**src/rpsc_defines.vh**
```
// constants for the reduced system control block
// assumes a 32-bit byte-addressed system control space
`ifndef RPSC_DEFINES_VH
`define RPSC_DEFINES_VH
// implemented locations
`define RPSC_ISER      32'hE000_E100
`define RPSC_ICER      32'hE000_E180
`define RPSC_ISPR      32'hE000_E200
`define RPSC_ICPR      32'hE000_E280
`define RPSC_IPR_BASE  32'hE000_E400
`define RPSC_IPR_LAST  32'hE000_E41C
`define RPSC_AIRCR     32'hE000_ED0C
`define RPSC_HANDLER_CONTROL_STATE_REG     32'hE000_ED24
`define RPSC_DEBUG_FAULT_STATUS_REG      32'hE000_ED30
`define RPSC_DHCSR     32'hE000_EDF0
`define RPSC_PC_SAMPLE_REGISTER      32'hE000_101C
`define RPSC_WCOMP     32'hE000_1020
`define RPSC_WCTRL     32'hE000_1028
// reserved locations, read zero, writes dropped
`define RPSC_ICTR      32'hE000_E004
`define RPSC_IABR      32'hE000_E300
`define RPSC_SCR       32'hE000_ED10
`define RPSC_CCR       32'hE000_ED14
`define RPSC_HANDLER_PRIORITY_ONE     32'hE000_ED18
`define RPSC_FAULT_CATEGORY_STATUS      32'hE000_ED28
`define RPSC_HARD_FAULT_STATUS      32'hE000_ED2C
`define RPSC_MMFA      32'hE000_ED34
`define RPSC_BFA       32'hE000_ED38
`define RPSC_AUXILIARY_FAULT_STATUS      32'hE000_ED3C
`define RPSC_ATTR_LO   32'hE000_ED40
`define RPSC_ATTR_HI   32'hE000_ED7F
`define RPSC_CPAC      32'hE000_ED88
`define RPSC_SOFTWARE_INTERRUPT_TRIGGER      32'hE000_EF00
`define RPSC_MPU_LO    32'hE000_ED90
`define RPSC_MPU_HI    32'hE000_EDEF
// fields
`define RPSC_KEY       16'h05FA
`define RPSC_KEY_POS   16
`define RPSC_GRP_POS   8
`define RPSC_END_POS   15
`define RPSC_SVP_POS   15
`define RPSC_DF_HALT   0
`define RPSC_DF_SOFT_BREAKPOINT_INSTRUCTION   1
`define RPSC_DF_WATCH  2
`define RPSC_DF_EXT    4
`define RPSC_DH_EN     0
`define RPSC_DH_HALT   1
`define RPSC_DH_SHALT  17
`define RPSC_PRI_W     2
`define RPSC_SZ_HALF   2'h1
`define RPSC_SZ_WORD   2'h2
`endif

```
**src/rpsc_sysctl.v**
```verilog
// reduced system control bank: interrupt control, fault funnel,
// fixed features and a small halting-debug unit.
// assumes bus fabric and debug port run on REF_CLK; all inputs
// are same-domain logic, so none is synchronised.
// How it works
// - sleep, config, first handler priority reserved
// - attribute id region wholly reserved
// - coprocessor gate and soft trigger reserved
// - fault category and hard fault status reserved
// - fault address and auxiliary status reserved
// - priority group field always reads zero
// - stack align, unaligned trap fixed on
// - halfword and word must be aligned
// - interrupted multi-word transfer restarts from start
// - instruction fetches little-endian only
// - no exclusive load, store or clear
// - protection unit space reserved when absent
// - every fault becomes the hard fault
// - fault status only via debug registers
// - at most 32 interrupts, type reserved
// - no active-bit register, location reserved
// - halting debug only, via debug port
// - watchpoints match data addresses only
// - optional pc sample, no trace units
// - one reset domain chosen here
// - four priority levels, two-bit field
`include "rpsc_defines.vh"
module rpsc_sysctl #(
  parameter NUM_IRQ      = 32, // at most 32
  parameter DEBUG_PRES   = 1,  // debug extension fitted
  parameter PC_SAMPLE_REGISTER_PRES    = 1,  // pc sample register fitted
  parameter MPU_PRES     = 0,  // protection unit fitted
  parameter BIG_ENDIAN   = 0   // data endianness strap
) (
  input  wire        REF_CLK,
  input  wire        RESET,
  input  wire        BUS_SEL,
  input  wire        BUS_WRITE,
  input  wire [1:0]  BUS_SIZE,
  input  wire [31:0] BUS_ADDR,
  input  wire [31:0] BUS_WDATA,
  output reg  [31:0] BUS_RDATA,
  output reg         BUS_READY,
  output reg         BUS_ERR,
  input  wire        DAP_SEL,
  input  wire        DAP_WRITE,
  input  wire [31:0] DAP_ADDR,
  input  wire [31:0] DAP_WDATA,
  output reg  [31:0] DAP_RDATA,
  output reg         DAP_READY,
  input  wire [31:0] IRQ_IN,
  input  wire        IRQ_ACK,
  input  wire [4:0]  IRQ_ACK_NUM,
  output reg         IRQ_REQ,
  output reg  [4:0]  IRQ_NUM,
  output reg  [1:0]  IRQ_PRI,
  input  wire        FAULT_MEM,
  input  wire        FAULT_BUS,
  input  wire        FAULT_USAGE,
  input  wire        EXCL_OP,
  input  wire        MW_ACTIVE,
  input  wire        MW_DEVMEM,
  input  wire        IRQ_TAKEN,
  output reg         MW_RESTART,
  output reg         HARD_FAULT,
  input  wire        SOFT_BREAKPOINT_INSTRUCTION_HIT,
  input  wire        EXT_DBG_REQ,
  input  wire        DATA_VALID,
  input  wire [31:0] DATA_ADDR,
  input  wire [31:0] PC_SAMPLE,
  input  wire        SVC_PENDING,
  output reg         HALT_REQ
);

  // software state
  reg [31:0] en_q;        // interrupt enables
  reg [31:0] pend_q;      // interrupt pending
  wire [63:0] pri_q;      // two bits per interrupt
  reg [4:0]  debug_fault_status_reg_q;      // sticky debug fault status
  reg        dbg_en_q;    // halting debug enabled
  reg        halt_c_q;    // debugger halt request
  reg [31:0] wcomp_q;     // watch address
  reg        wen_q;       // watch enable

  // valid mask for the fitted interrupt count
  localparam [31:0] IRQ_MASK = (NUM_IRQ >= 32) ? 32'hFFFF_FFFF :
    ((32'h0000_0001 << NUM_IRQ) - 32'h0000_0001);

  // reserved map, shared by both ports
  function is_rsvd;
    input [31:0] a;
    begin
      is_rsvd = 1'b0;
      if (a == `RPSC_SCR || a == `RPSC_CCR || a == `RPSC_HANDLER_PRIORITY_ONE)
        is_rsvd = 1'b1;
      else if (a >= `RPSC_ATTR_LO && a <= `RPSC_ATTR_HI)
        is_rsvd = 1'b1;
      else if (a == `RPSC_CPAC || a == `RPSC_SOFTWARE_INTERRUPT_TRIGGER)
        is_rsvd = 1'b1;
      else if (a == `RPSC_FAULT_CATEGORY_STATUS || a == `RPSC_HARD_FAULT_STATUS)
        is_rsvd = 1'b1;
      else if (a == `RPSC_MMFA || a == `RPSC_BFA ||
               a == `RPSC_AUXILIARY_FAULT_STATUS)
        is_rsvd = 1'b1;
      else if (MPU_PRES == 0 && a >= `RPSC_MPU_LO &&
               a <= `RPSC_MPU_HI)
        is_rsvd = 1'b1;
      else if (a == `RPSC_ICTR || a == `RPSC_IABR)
        is_rsvd = 1'b1;
    end
  endfunction

  // debug-only locations, visible to the debug port alone
  function is_dbg;
    input [31:0] a;
    begin
      if (DEBUG_PRES == 0)
        is_dbg = 1'b0;
      else if (a == `RPSC_HANDLER_CONTROL_STATE_REG || a == `RPSC_DEBUG_FAULT_STATUS_REG)
        is_dbg = 1'b1;
      else if (a == `RPSC_DHCSR || a == `RPSC_WCOMP)
        is_dbg = 1'b1;
      else if (a == `RPSC_WCTRL)
        is_dbg = 1'b1;
      else if (a == `RPSC_PC_SAMPLE_REGISTER && PC_SAMPLE_REGISTER_PRES != 0)
        is_dbg = 1'b1;
      else
        is_dbg = 1'b0;
    end
  endfunction

  // read mux; rsvd and unknown words read zero
  function [31:0] rd_word;
    input [31:0] a;
    input        debug_access_port;
    integer      k;
    reg   [4:0]  n;
    begin
      rd_word = 32'h0000_0000;
      n = 5'h00;
      if (is_rsvd(a))
        rd_word = 32'h0000_0000;
      else if (is_dbg(a) && !debug_access_port)
        rd_word = 32'h0000_0000;
      else if (a == `RPSC_ISER || a == `RPSC_ICER)
        rd_word = en_q;
      else if (a == `RPSC_ISPR || a == `RPSC_ICPR)
        rd_word = pend_q;
      else if (a >= `RPSC_IPR_BASE && a <= `RPSC_IPR_LAST) begin
        // only the top two bits of each byte exist
        for (k = 0; k < 4; k = k + 1) begin
          n = {a[4:2], k[1:0]};
          rd_word[8*k+6 +: 2] = pri_q[2*n +: 2];
        end
      end else if (a == `RPSC_AIRCR) begin
        // group field left at zero, only endianness shows
        rd_word[`RPSC_END_POS] = (BIG_ENDIAN != 0);
        rd_word[`RPSC_GRP_POS +: 3] = 3'h0;
      end else if (a == `RPSC_HANDLER_CONTROL_STATE_REG)
        rd_word[`RPSC_SVP_POS] = SVC_PENDING;
      else if (a == `RPSC_DEBUG_FAULT_STATUS_REG)
        rd_word[4:0] = debug_fault_status_reg_q;
      else if (a == `RPSC_DHCSR) begin
        rd_word[`RPSC_DH_EN]    = dbg_en_q;
        rd_word[`RPSC_DH_HALT]  = halt_c_q;
        rd_word[`RPSC_DH_SHALT] = HALT_REQ;
      end else if (a == `RPSC_PC_SAMPLE_REGISTER)
        rd_word = PC_SAMPLE;
      else if (a == `RPSC_WCOMP)
        rd_word = wcomp_q;
      else if (a == `RPSC_WCTRL)
        rd_word[0] = wen_q;
    end
  endfunction

  // alignment check on the system bus
  wire misalign = (BUS_SIZE == `RPSC_SZ_HALF && BUS_ADDR[0]) ||
    (BUS_SIZE == `RPSC_SZ_WORD && BUS_ADDR[1:0] != 2'h0);
  wire bus_wr  = BUS_SEL && BUS_WRITE && !misalign;
  wire dap_wr  = DAP_SEL && DAP_WRITE;

  // one write decoded from either port, debug port wins
  reg [31:0] wa;
  reg [31:0] wd;
  reg        wv;
  reg        wdap;
  always @* begin
    wa = BUS_ADDR;
    wd = BUS_WDATA;
    wv = bus_wr;
    wdap = 1'b0;
    if (dap_wr) begin
      wa = DAP_ADDR;
      wd = DAP_WDATA;
      wv = 1'b1;
      wdap = 1'b1;
    end
  end
  // writes to reserved words fall through every decode
  wire wok = wv && !is_rsvd(wa);
  wire dwok = wok && wdap && is_dbg(wa);

  // bus answer, one cycle after select
  always @(posedge REF_CLK or posedge RESET) begin
    if (RESET) begin
      BUS_READY <= 1'b0;
      BUS_ERR   <= 1'b0;
      BUS_RDATA <= 32'h0000_0000;
    end else begin
      BUS_READY <= BUS_SEL;
      BUS_ERR   <= BUS_SEL && misalign;
      if (BUS_SEL && !BUS_WRITE && !misalign)
        BUS_RDATA <= rd_word(BUS_ADDR, 1'b0);
      else
        BUS_RDATA <= 32'h0000_0000;
    end
  end

  // debug port answer, one cycle after select
  always @(posedge REF_CLK or posedge RESET) begin
    if (RESET) begin
      DAP_READY <= 1'b0;
      DAP_RDATA <= 32'h0000_0000;
    end else begin
      DAP_READY <= DAP_SEL;
      if (DAP_SEL && !DAP_WRITE)
        DAP_RDATA <= rd_word(DAP_ADDR, 1'b1);
      else
        DAP_RDATA <= 32'h0000_0000;
    end
  end

  // enables: set and clear views of one register
  always @(posedge REF_CLK or posedge RESET) begin
    if (RESET)
      en_q <= 32'h0000_0000;
    else if (wok && wa == `RPSC_ISER)
      en_q <= en_q | (wd & IRQ_MASK);
    else if (wok && wa == `RPSC_ICER)
      en_q <= en_q & ~wd;
  end

  // pending: a request set in the same cycle as a clear survives
  reg [31:0] pset;
  reg [31:0] pclr;
  always @* begin
    pset = IRQ_IN & IRQ_MASK;
    pclr = 32'h0000_0000;
    if (wok && wa == `RPSC_ISPR)
      pset = pset | (wd & IRQ_MASK);
    if (wok && wa == `RPSC_ICPR)
      pclr = wd;
    if (IRQ_ACK)
      pclr[IRQ_ACK_NUM] = 1'b1;
  end
  always @(posedge REF_CLK or posedge RESET) begin
    if (RESET)
      pend_q <= 32'h0000_0000;
    else
      pend_q <= (pend_q & ~pclr) | pset;
  end

  // priorities; a write keeps only bits 7:6 of each byte
  genvar g;
  generate
    for (g = 0; g < 32; g = g + 1) begin : gpri
      reg [1:0] lvl_q; // one line's level, own driver per slice
      always @(posedge REF_CLK or posedge RESET) begin
        if (RESET)
          lvl_q <= 2'h0;
        else if (wok && wa == (`RPSC_IPR_BASE + 4 * (g / 4)))
          lvl_q <= wd[8*(g%4)+6 +: 2];
      end
      assign pri_q[2*g +: 2] = lvl_q;
    end
  endgenerate

  // pick the most urgent: lowest level, then lowest number
  reg [4:0] best_n;
  reg [1:0] best_p;
  reg       best_v;
  integer   i;
  always @* begin
    best_n = 5'h00;
    best_p = 2'h3;
    best_v = 1'b0;
    for (i = 31; i >= 0; i = i - 1) begin
      if (pend_q[i] && en_q[i] &&
          (!best_v || pri_q[2*i +: 2] <= best_p)) begin
        best_v = 1'b1;
        best_p = pri_q[2*i +: 2];
        best_n = i[4:0];
      end
    end
  end
  always @(posedge REF_CLK or posedge RESET) begin
    if (RESET) begin
      IRQ_REQ <= 1'b0;
      IRQ_NUM <= 5'h00;
      IRQ_PRI <= 2'h0;
    end else begin
      IRQ_REQ <= best_v;
      IRQ_NUM <= best_n;
      IRQ_PRI <= best_p;
    end
  end

  // fault funnel: one exception, no per-category record
  always @(posedge REF_CLK or posedge RESET) begin
    if (RESET)
      HARD_FAULT <= 1'b0;
    else
      HARD_FAULT <= FAULT_MEM || FAULT_BUS || FAULT_USAGE ||
                    (BUS_SEL && misalign) ||
                    EXCL_OP ||
                    (MW_ACTIVE && MW_DEVMEM);
  end

  // no continuation state: the transfer is rerun whole
  always @(posedge REF_CLK or posedge RESET) begin
    if (RESET)
      MW_RESTART <= 1'b0;
    else
      MW_RESTART <= MW_ACTIVE && IRQ_TAKEN;
  end

  // watchpoint on data address only, fetches not compared
  wire watch_hit = (DEBUG_PRES != 0) && wen_q && DATA_VALID &&
                   DATA_ADDR == wcomp_q;
  always @(posedge REF_CLK or posedge RESET) begin
    if (RESET) begin
      wcomp_q <= 32'h0000_0000;
      wen_q   <= 1'b0;
    end else if (dwok && wa == `RPSC_WCOMP)
      wcomp_q <= wd;
    else if (dwok && wa == `RPSC_WCTRL)
      wen_q <= wd[0];
  end

  // halt control written by the debugger alone
  always @(posedge REF_CLK or posedge RESET) begin
    if (RESET) begin
      dbg_en_q <= 1'b0;
      halt_c_q <= 1'b0;
    end else if (dwok && wa == `RPSC_DHCSR) begin
      dbg_en_q <= wd[`RPSC_DH_EN];
      halt_c_q <= wd[`RPSC_DH_HALT];
    end
  end

  // sticky status; events win over write-one-to-clear
  reg [4:0] dset;
  always @* begin
    dset = 5'h00;
    dset[`RPSC_DF_SOFT_BREAKPOINT_INSTRUCTION]  = SOFT_BREAKPOINT_INSTRUCTION_HIT && dbg_en_q;
    dset[`RPSC_DF_WATCH] = watch_hit && dbg_en_q;
    dset[`RPSC_DF_EXT]   = EXT_DBG_REQ && dbg_en_q;
    dset[`RPSC_DF_HALT]  = halt_c_q && dbg_en_q;
  end
  always @(posedge REF_CLK or posedge RESET) begin
    if (RESET)
      debug_fault_status_reg_q <= 5'h00;
    else if (dwok && wa == `RPSC_DEBUG_FAULT_STATUS_REG)
      debug_fault_status_reg_q <= (debug_fault_status_reg_q & ~wd[4:0]) | dset;
    else
      debug_fault_status_reg_q <= debug_fault_status_reg_q | dset;
  end

  // halted while any debug event stands; no monitor path
  always @(posedge REF_CLK or posedge RESET) begin
    if (RESET)
      HALT_REQ <= 1'b0;
    else
      HALT_REQ <= dbg_en_q && (halt_c_q || dset != 5'h00 ||
                  (HALT_REQ && debug_fault_status_reg_q != 5'h00));
  end

  // fetch data leaves untouched: little-endian only, any
  // halfword swap is the fabric's job

endmodule

```
**config.mk**
```make
export PLATFORM = sky130hd
export DESIGN_NAME = rpsc_sysctl
export DESIGN_NICKNAME = d
export VERILOG_FILES = /design/src/rpsc_sysctl.v
export VERILOG_INCLUDE_DIRS = /design/src
export SDC_FILE = /design/constraint.sdc
export NUM_CORES = 1
export LEC_CHECK = 0
export BUFFER_PORTS_ARGS = -buffer_cell sky130_fd_sc_hd__buf_2
export CAP_MARGIN = 10
export CORE_UTILIZATION = 30
export CTS_CLUSTER_SIZE = 40
export DETAILED_ROUTE_END_ITERATION = 12
export PLACE_DENSITY_LB_ADDON = 0.2
export SLEW_MARGIN = 30
export SYNTH_ARGS = -nofsm -noshare
export SYNTH_HDL_FRONTEND = slang
export SYNTH_SLANG_ARGS = --single-unit
export TNS_END_PERCENT = 30
```
**constraint.sdc**
```tcl
create_clock -name REF_CLK -period 52.7 [get_ports REF_CLK]
set_input_delay 2.635 -clock REF_CLK [delete_from_list [all_inputs] [get_ports REF_CLK]]
set_output_delay 2.635 -clock REF_CLK [all_outputs]
set_load 0.05 [all_outputs]
```
## After elaboration in Yosys (flattened, before gate mapping)

Index checks and enable logic that the tools add are counted.

- Bits in registers: 246
- Input port bits: 249
- Output and inout port bits: 78
- Word-level logic and storage cells: 655

- Magnitude comparators: 49
- Equality and inequality tests: 79
- Shifts and indexed selects: 8
- Multiplexer cells: 238
- Bitwise operators: 13
- Reduce and logical (&&, ||, !) cells: 218

Operator list:

| cell | count |
|---|---|
| $eq A32 B32 Y1 const B | 76 |
| $mux W32 | 37 |
| $shiftx A64 B7 Y2 | 8 |
| $mux W15 | 21 |
| $ge A32 B32 Y1 const B | 8 |
| $le A32 B32 Y1 const B | 8 |
| $mux W5 | 35 |
| $or A32 B32 Y32 | 4 |
| $logic_and A1 B1 Y1 | 110 |
| $mux W2 | 42 |
| $mux W1 | 78 |
| $logic_or A1 B1 Y1 | 68 |
| $and A32 B32 Y32 | 2 |
| $mux W16 | 4 |
| $not A32 Y32 | 2 |
| $le A2 B2 Y1 | 31 |
| $mux W31 | 2 |
| $mux W27 | 2 |
| $mux W6 | 8 |
| $logic_not A1 Y1 | 35 |
| $eq A32 B32 Y1 | 1 |
| $mux W14 | 2 |
| $mux W8 | 2 |
| $or A5 B5 Y5 | 2 |
| 13 further kinds | 17 |

## Logic depth before layout (Yosys ltp)

Gate-level depths: netlist of the first run.

- Depth after elaboration: 126
- Mapped depth: 226
- Depth with buffers taken out: 223

## Least setup slack after synthesis of the first run

Ideal clock, no wire load.

- Kind: register to register
- Start point: register with a tool-made name
- End point: register IRQ_PRI[0]
- Setup time: 0.096 ns
- Data arrival time: 36.516 ns
- Required time: 52.604 ns
- Slack: 16.088 ns
- Cell stages (with the launch flop): 210
- Buffers on the path: 3
- Clock period less this slack: 36.612 ns
- Path through: dfrtp_1 > clkbuf_1 > nand2_1 > or2_2 > ha_1 > nand2_1 > o2111a_1 > o21a_1 > or2_2 > ha_1 > nor2b_1 > o211ai_1 > and3_1 > o21a_1 > ha_1 > nor2b_1 > o21ai_0 > o21bai_1 > [... 174 more ...] > nor2_1 > mux2i_1 > inv_1 > o31ai_1 > ha_1 > inv_1 > a21oi_1 > a21oi_1 > a21oi_1 > inv_1 > mux2_2 > a21oi_1 > ha_1 > a21oi_1 > a21oi_1 > a21oi_1 > mux2_2 > o31ai_1

RTL lines:

| element | line | text |
|---|---|---|
| end signal: assignment | rpsc_sysctl.v:304 | `IRQ_PRI <= best_p;` |
| end: declaration | rpsc_sysctl.v:56 | `output reg [1:0] IRQ_PRI,` |

==> flow_metrics.tcl, run 1 <==
set metrics [dict create \
    finClkSkew_ps 17.2 \
    ys.flop_type "dfrtp_1" \
    gp_congestion 0.943 \
    synth.net_count 2312 \
    wl_per_cell_um 25.7 \
    clock.fmax_mhz 23.1 \
    grt-ovfl-total 0 \
    hold_slack_ps 488 \
    hpwl_mm 58.9 \
    yosysWarnings 0 \
    grt_max_degree 149 \
    yosys-top-cells-area "dfrtp_1 36%, nand2_1 7.1%, o21ai_0 5.1%, ha_1 4.5%, a21oi_1 4.4%" \
    synth_cell_type_count 77 \
    synth_seq_area_share_pct 35.8 \
    routed_wl_mm 78.6 \
    stdcell_area_um2 20800 \
    cts_buffers 31 \
    final_common_cell "buf_2" \
    status "complete, no violations" \
    grt_pass1_wl_mm 116 \
    syn_area_per_cell_um2 8.60 \
    port_buffers 326 \
    hold_buffers 0 \
    endpoint_kind "flop" \
    grt_usage_pct 26.1 \
    pin_count 327 \
    required_ps 53190 \
    layout_common_cells "326 x buf_2, 324 x nand2_1, 246 x dfrtp_1" \
    maxSlewHeadroom_pct 33.1 \
    setup_viol 0 \
    clockRootBuffer "clkbuf_16" \
    ir_drop_v 0.0000312 \
    netlist.area_leader.share_pct 35.8 \
    finalHoldViolCount 0 \
    die_height_um 242 \
    worstPathArrival_ps 43710 \
    max_cap_viol_count 0 \
    cts_resized 0 \
    rsz0062_at_grt "no" \
    syn_inst 2001 \
    setup_tns_ps 0 \
    cp_common_cell "ha_1" \
    netlist_area_um2 17200 \
    period_minus_slack_ps 43220 \
    clk_pin_slew_ps 70 \
    synth_edf_count 0 \
    synthArstFlopShare_pct 100 \
    power.leakage_uw 0.00895 \
    via_count 18200 \
    fin_crit_sh_pct 82.0 \
    rows 87 \
    coreArea_um2 56500 \
    detail_route.first_pass.iterations 7 \
    setup.worst_path.start_class "flop" \
    die_w_um 242 \
    worstPathMaxFanout 10 \
    slowest_stage "a211oi_1" \
    antenna_found_initial 17 \
    hold_path.class "flop to flop" \
    antenna_left 0 \
    clock-sinks 246 \
    initial_core_util_pct 30.5 \
    insertion_delay_ps 600 \
    htreeDepth 1 \
    yosysTopAreaCell "dfrtp_1" \
    route.detailed.drc 0 \
    ctsLongestPathBuffers 3 \
    cts_tree "built" \
    max_stage_delay_ps 620 \
    ys_ff_latch 246 \
    via_per_inst 5.94 \
    slew_viol_final 0 \
    worst_pin_slew_ps 1000 \
    die_area_um2 58300 \
    critPathKind "flop to flop" \
    initialDrtViolationCount 2282 \
    post_cts_buffers 0 \
    syn_to_final_growth_pct 20.6 \
    final_nets 2581 \
    grt_pass1_vias 17500 \
    post_dp_cell_area_um2 19700 \
    pwr_density_cell_nw_per_um2 22.0 \
    layout-drive-gt1-share_pct 22.5 \
]
kinds of logic (layout without fill, tap and decap cells):
group,after synthesis,after routing,synth area share (%)
mux,120,120,9.56
fa+ha+maj,62,62,4.51
flops,246,246,35.8
other cells,0,8,0
simple gates,705,705,19.3
xor+xnor,33,33,1.68
compound gates,644,644,25.0
buf+inv,191,484,4.24
path summary, 6_finish.rpt:
check / slack, ps / to / depth (start not counted) / from
worst max-delay path: 9480 / IRQ_NUM[4] / 207 / flop
worst min-delay path: 490 / gpri[12].lvl_q[0] / 2 / gpri[12].lvl_q[0]
worst max register to register: 9480 / IRQ_NUM[4] / 207 / flop
worst min register to register: 490 / gpri[12].lvl_q[0] / 2 / gpri[12].lvl_q[0]
max in group asynchronous: 49100 / BUS_RDATA[24] / 3 / RESET
min in group asynchronous: 2140 / HARD_FAULT / 2 / RESET
area by class of cell:
| cell class | instances | area [µm²] |
|---|---|---|
| inverter | 74 | 285 |
| tap | 756 | 946 |
| antenna | 8 | 20.0 |
| clock buffer | 35 | 811 |
| clock inverter | 22 | 208 |
| sequential | 246 | 6160 |
| multi-input combinational | 1564 | 10500 |
| fill | 5861 | 35700 |
| timing repair buffer | 353 | 1850 |
critical path: cells and delay by family (launching register included):
family / cells / cell delay, ps
compound gates: 90 / 18870
simple gates: 69 / 12270
fa+ha+maj: 31 / 8400
mux: 7 / 2260
buf+inv: 10 / 840
flops: 1 / 480
Yosys cell counts, types with 7 or more instances:
cell type  instances
a31oi_1           31
buf_2              7
nor4_1            11
o21a_1             8
mux4_2            32
o31ai_1           40
and2_1            19
nand4_1           24
a222oi_1          66
nand3b_1          11
nand2_1          326
clkbuf_1          97
inv_1             74
a211oi_1           9
nor2b_1           29
a221oi_1           9
o21ai_0          176
nor2_1           122
or4_1             11
o21bai_1           9
or3_1             11
a211o_1           34
mux2_2            35
nand3_1           45
a21oi_1          152
buf_1             12
o2111ai_1          8
nor3_1            28
a21o_1            13
and3_1            25
dfrtp_1          246
mux2i_1           53
nand2b_1           8
a22oi_1           15
ha_1              62
xnor2_1           29
power by group:
group          switching (µW)  internal, µW
Sequential              0.711           189
Clock                    92.8           125
Combinational            32.2          15.4
routing by layer:
layer	part of all wire (%)	track usage [%]	routed length (µm)	up-vias
met3	9.5	5.44	7450	149
met5	0.11	0	86	-
li1	-	-	-	8091
met2	44	40.5	35000	985
met4	3.2	8.47	2490	14
met1	43	35.9	33600	8923
per-stage QoR:
stage | util (%) | power (µW) | std cells | setup slack, ps
2_1_floorplan | - | 215 | 2001 | 16090
3_3_place_gp | 34.8 | 240 | 2993 | 11620
3_5_place_dp | 34.9 | 241 | 2993 | 10130
4_1_cts | 36.7 | 458 | 3050 | 9960
5_1_grt | 36.7 | 470 | 3053 | 5730
6_report | 36.7 | 456 | 3058 | 9480
No activity file was read; power rests on OpenSTA's default activity.
==> run 2: changes to the inputs <==
--- a/config.mk
+++ b/config.mk
@@ -6,6 +6,7 @@
 export SDC_FILE = /design/constraint.sdc
 export NUM_CORES = 1
 export LEC_CHECK = 0
+export ABC_AREA = 1
 export BUFFER_PORTS_ARGS = -buffer_cell sky130_fd_sc_hd__buf_2
 export CAP_MARGIN = 10
 export CORE_UTILIZATION = 30
==> constraint.sdc (replaced) <==
create_clock -name REF_CLK -period 35.5 [get_ports REF_CLK]
set_input_delay 1.775 -clock REF_CLK [delete_from_list [all_inputs] [get_ports REF_CLK]]
set_output_delay 1.775 -clock REF_CLK [all_outputs]
set_load 0.05 [all_outputs]
==> run 2 against run 1 <==
Net effect: clock power rose by 74%; final cell count rose by 17%; routed wire length rose by 5.5%; power rose by 62%; worst setup slack got worse by 4700 ps; sequential power rose by 48%; clock-buffer cell count rose by 12; first-iteration DRC count fell by 17%; clock skew rose by 8.5 ps; non-clock buffer count fell by 1; critical endpoint is now IRQ_NUM[3]; design area rose by 3.2%; sequential share of layout area fell by 0.91 points.
==> flow_metrics.tcl, run 2 <==
set metrics [dict create \
    status "complete, no violations" \
    cp_common_cell "nand2_1" \
    endpoint_kind "flop" \
    hold_buffers 0 \
    ctsLongestPathBuffers 3 \
    period_minus_slack_ps 30670 \
    yosys-top-cells-area "dfrtp_1 35%, nand2_1 10%, inv_1 8.5%, o21ai_0 8.1%, ha_1 4.4%" \
    antenna_left 0 \
    place_ws_ps 5330 \
    cts_buffers 35 \
    finClkSkew_ps 25.6 \
    grt_usage_pct 27.2 \
    synthArstFlopShare_pct 100 \
    insertion_delay_ps 580 \
    post_cts_buffers 0 \
    max_cap_viol_count 0 \
    critPathKind "flop to flop" \
    reg2reg_slack_ps 4830 \
    syn_inst 2484 \
    cts_tree "built" \
    gp_congestion 0.954 \
    final_nets 3094 \
    pwr_density_cell_nw_per_um2 34.5 \
    clock-sinks 246 \
    ir_drop_v 0.0000283 \
    syn_to_final_growth_pct 21.3 \
    synth_seq_area_share_pct 34.9 \
    die_height_um 245 \
    synth.net_count 2795 \
    worstPathMaxFanout 6 \
    slew_viol_final 0 \
    layout-drive-gt1-share_pct 17.2 \
    initial_core_util_pct 30.5 \
    grt_pass1_vias 19000 \
    detail_route.first_pass.iterations 6 \
    wl_per_cell_um 23.2 \
    die_area_um2 59800 \
    layout_common_cells "474 x nand2_1, 396 x inv_1, 326 x buf_2" \
    required_ps 35910 \
    finalHoldViolCount 0 \
    yosysTopAreaCell "dfrtp_1" \
    synth_most_common_cell "nand2_1" \
    hpwl_mm 63.0 \
    hold_path.class "flop to flop" \
    stdcell_area_um2 21400 \
    initialDrtViolationCount 1900 \
    worst_pin_slew_ps 1100 \
    rows 88 \
    rsz0062_at_grt "no" \
    final_common_cell "nand2_1" \
    routed_wl_mm 83.0 \
    grt_pass1_wl_mm 122 \
    clock.fmax_mhz 32.6 \
    ys.flop_type "dfrtp_1" \
    grt_max_degree 119 \
    via_per_inst 5.51 \
    via_count 19700 \
    setup_viol 0 \
    netlist_area_um2 17700 \
    setup_tns_ps 0 \
    power.leakage_uw 0.0106 \
    ys_ff_latch 246 \
    clk_pin_slew_ps 60 \
    pin_count 327 \
    fin_crit_sh_pct 86.4 \
    synth_edf_count 0 \
    antenna_found_initial 5 \
    slowest_stage "dfrtp_1" \
    maxSlewHeadroom_pct 26.2 \
    port_buffers 326 \
    grt-ovfl-total 0 \
    synth_cell_type_count 54 \
    worstPathArrival_ps 31080 \
    route.detailed.drc 0 \
    clockRootBuffer "clkbuf_16" \
    setup_ws_ps 4830 \
    post_dp_cell_area_um2 20200 \
    syn_area_per_cell_um2 7.11 \
    setup.worst_path.start_class "flop" \
    yosysWarnings 0 \
    cts_resized 0 \
    die_w_um 245 \
    synthTopCellsByCount "477 x nand2_1, 398 x inv_1, 285 x o21ai_0, 246 x dfrtp_1, 190 x nor2_1" \
    htreeDepth 2 \
    coreArea_um2 57900 \
    max_stage_delay_ps 410 \
    netlist.area_leader.share_pct 34.9 \
]
-- run 2: worst max-delay path: cells and delay by family, from the launching register on --
kind / cells / cell delay [ps]
AOI/OAI and AO/OA: 51 / 5820
adders and majority gates: 31 / 8560
DFF: 1 / 410
buffers and inverters: 43 / 3640
and+or+nand+nor: 123 / 12020
-- run 2: cell type report --
cell class | instances | area, µm²
tap | 765 | 957
inverter | 420 | 1590
multi-input combinational | 1728 | 9650
fill | 6240 | 36500
antenna | 1 | 2.50
clock buffer | 47 | 981
clock inverter | 16 | 250
sequential | 246 | 6160
timing repair buffer | 352 | 1830
-- run 2: report_power, final --
part | switching (µW) | total (µW) | internal, µW
Clock | 147 | 380 | 232
Combinational | 53.9 | 76.3 | 22.4
Sequential | 0.702 | 282 | 281
Total | 202 | 738 | 536
-- run 2: cells by family (layout without fill, tap and decap cells) --
group / count (synthesis) / in the layout / share of synthesized area (%)
adder cells (fa/ha/maj): 62 / 62 / 4.39
XOR/XNOR: 17 / 17 / 0.843
buffers and inverters: 510 / 835 / 10.8
flip-flops: 246 / 246 / 34.9
AND/OR/NAND/NOR: 953 / 953 / 23.5
multiplexers: 33 / 33 / 1.87
other: 0 / 1 / 0
AO/OA/AOI/OAI: 663 / 663 / 23.7
-- run 2: worst paths after layout --
path                                       start                 to  cells past startpoint
worst min register to register  gpri[5].lvl_q[0]   gpri[5].lvl_q[0]                      2
min in group asynchronous                  RESET          DAP_READY                      2
max in group asynchronous                  RESET  gpri[26].lvl_q[0]                      3
worst min-delay path            gpri[5].lvl_q[0]   gpri[5].lvl_q[0]                      2
worst max register to register        pend_q[31]         IRQ_NUM[3]                    248
worst max-delay path                  pend_q[31]         IRQ_NUM[3]                    248
-- run 2: layer usage --
metal	vias up	GRT usage, %	part of all wire [%]
li1	9075	-	-
met1	9506	36.5	43
met2	942	43.6	46
met3	157	4.19	7.7
met4	2	10.4	3.6
met5	-	0	0.016
-- run 2: through the flow --
stage / hold WS (ps) / utilization (%) / cells / power [µW]
after floorplan: 453 / - / 2484 / 322
after global placement: 467 / 34.8 / 3511 / 361
after detailed placement: 473 / 34.8 / 3511 / 362
after CTS: 486 / 37.0 / 3574 / 744
after global routing: 513 / 37.0 / 3575 / 760
final: 483 / 37.0 / 3575 / 738
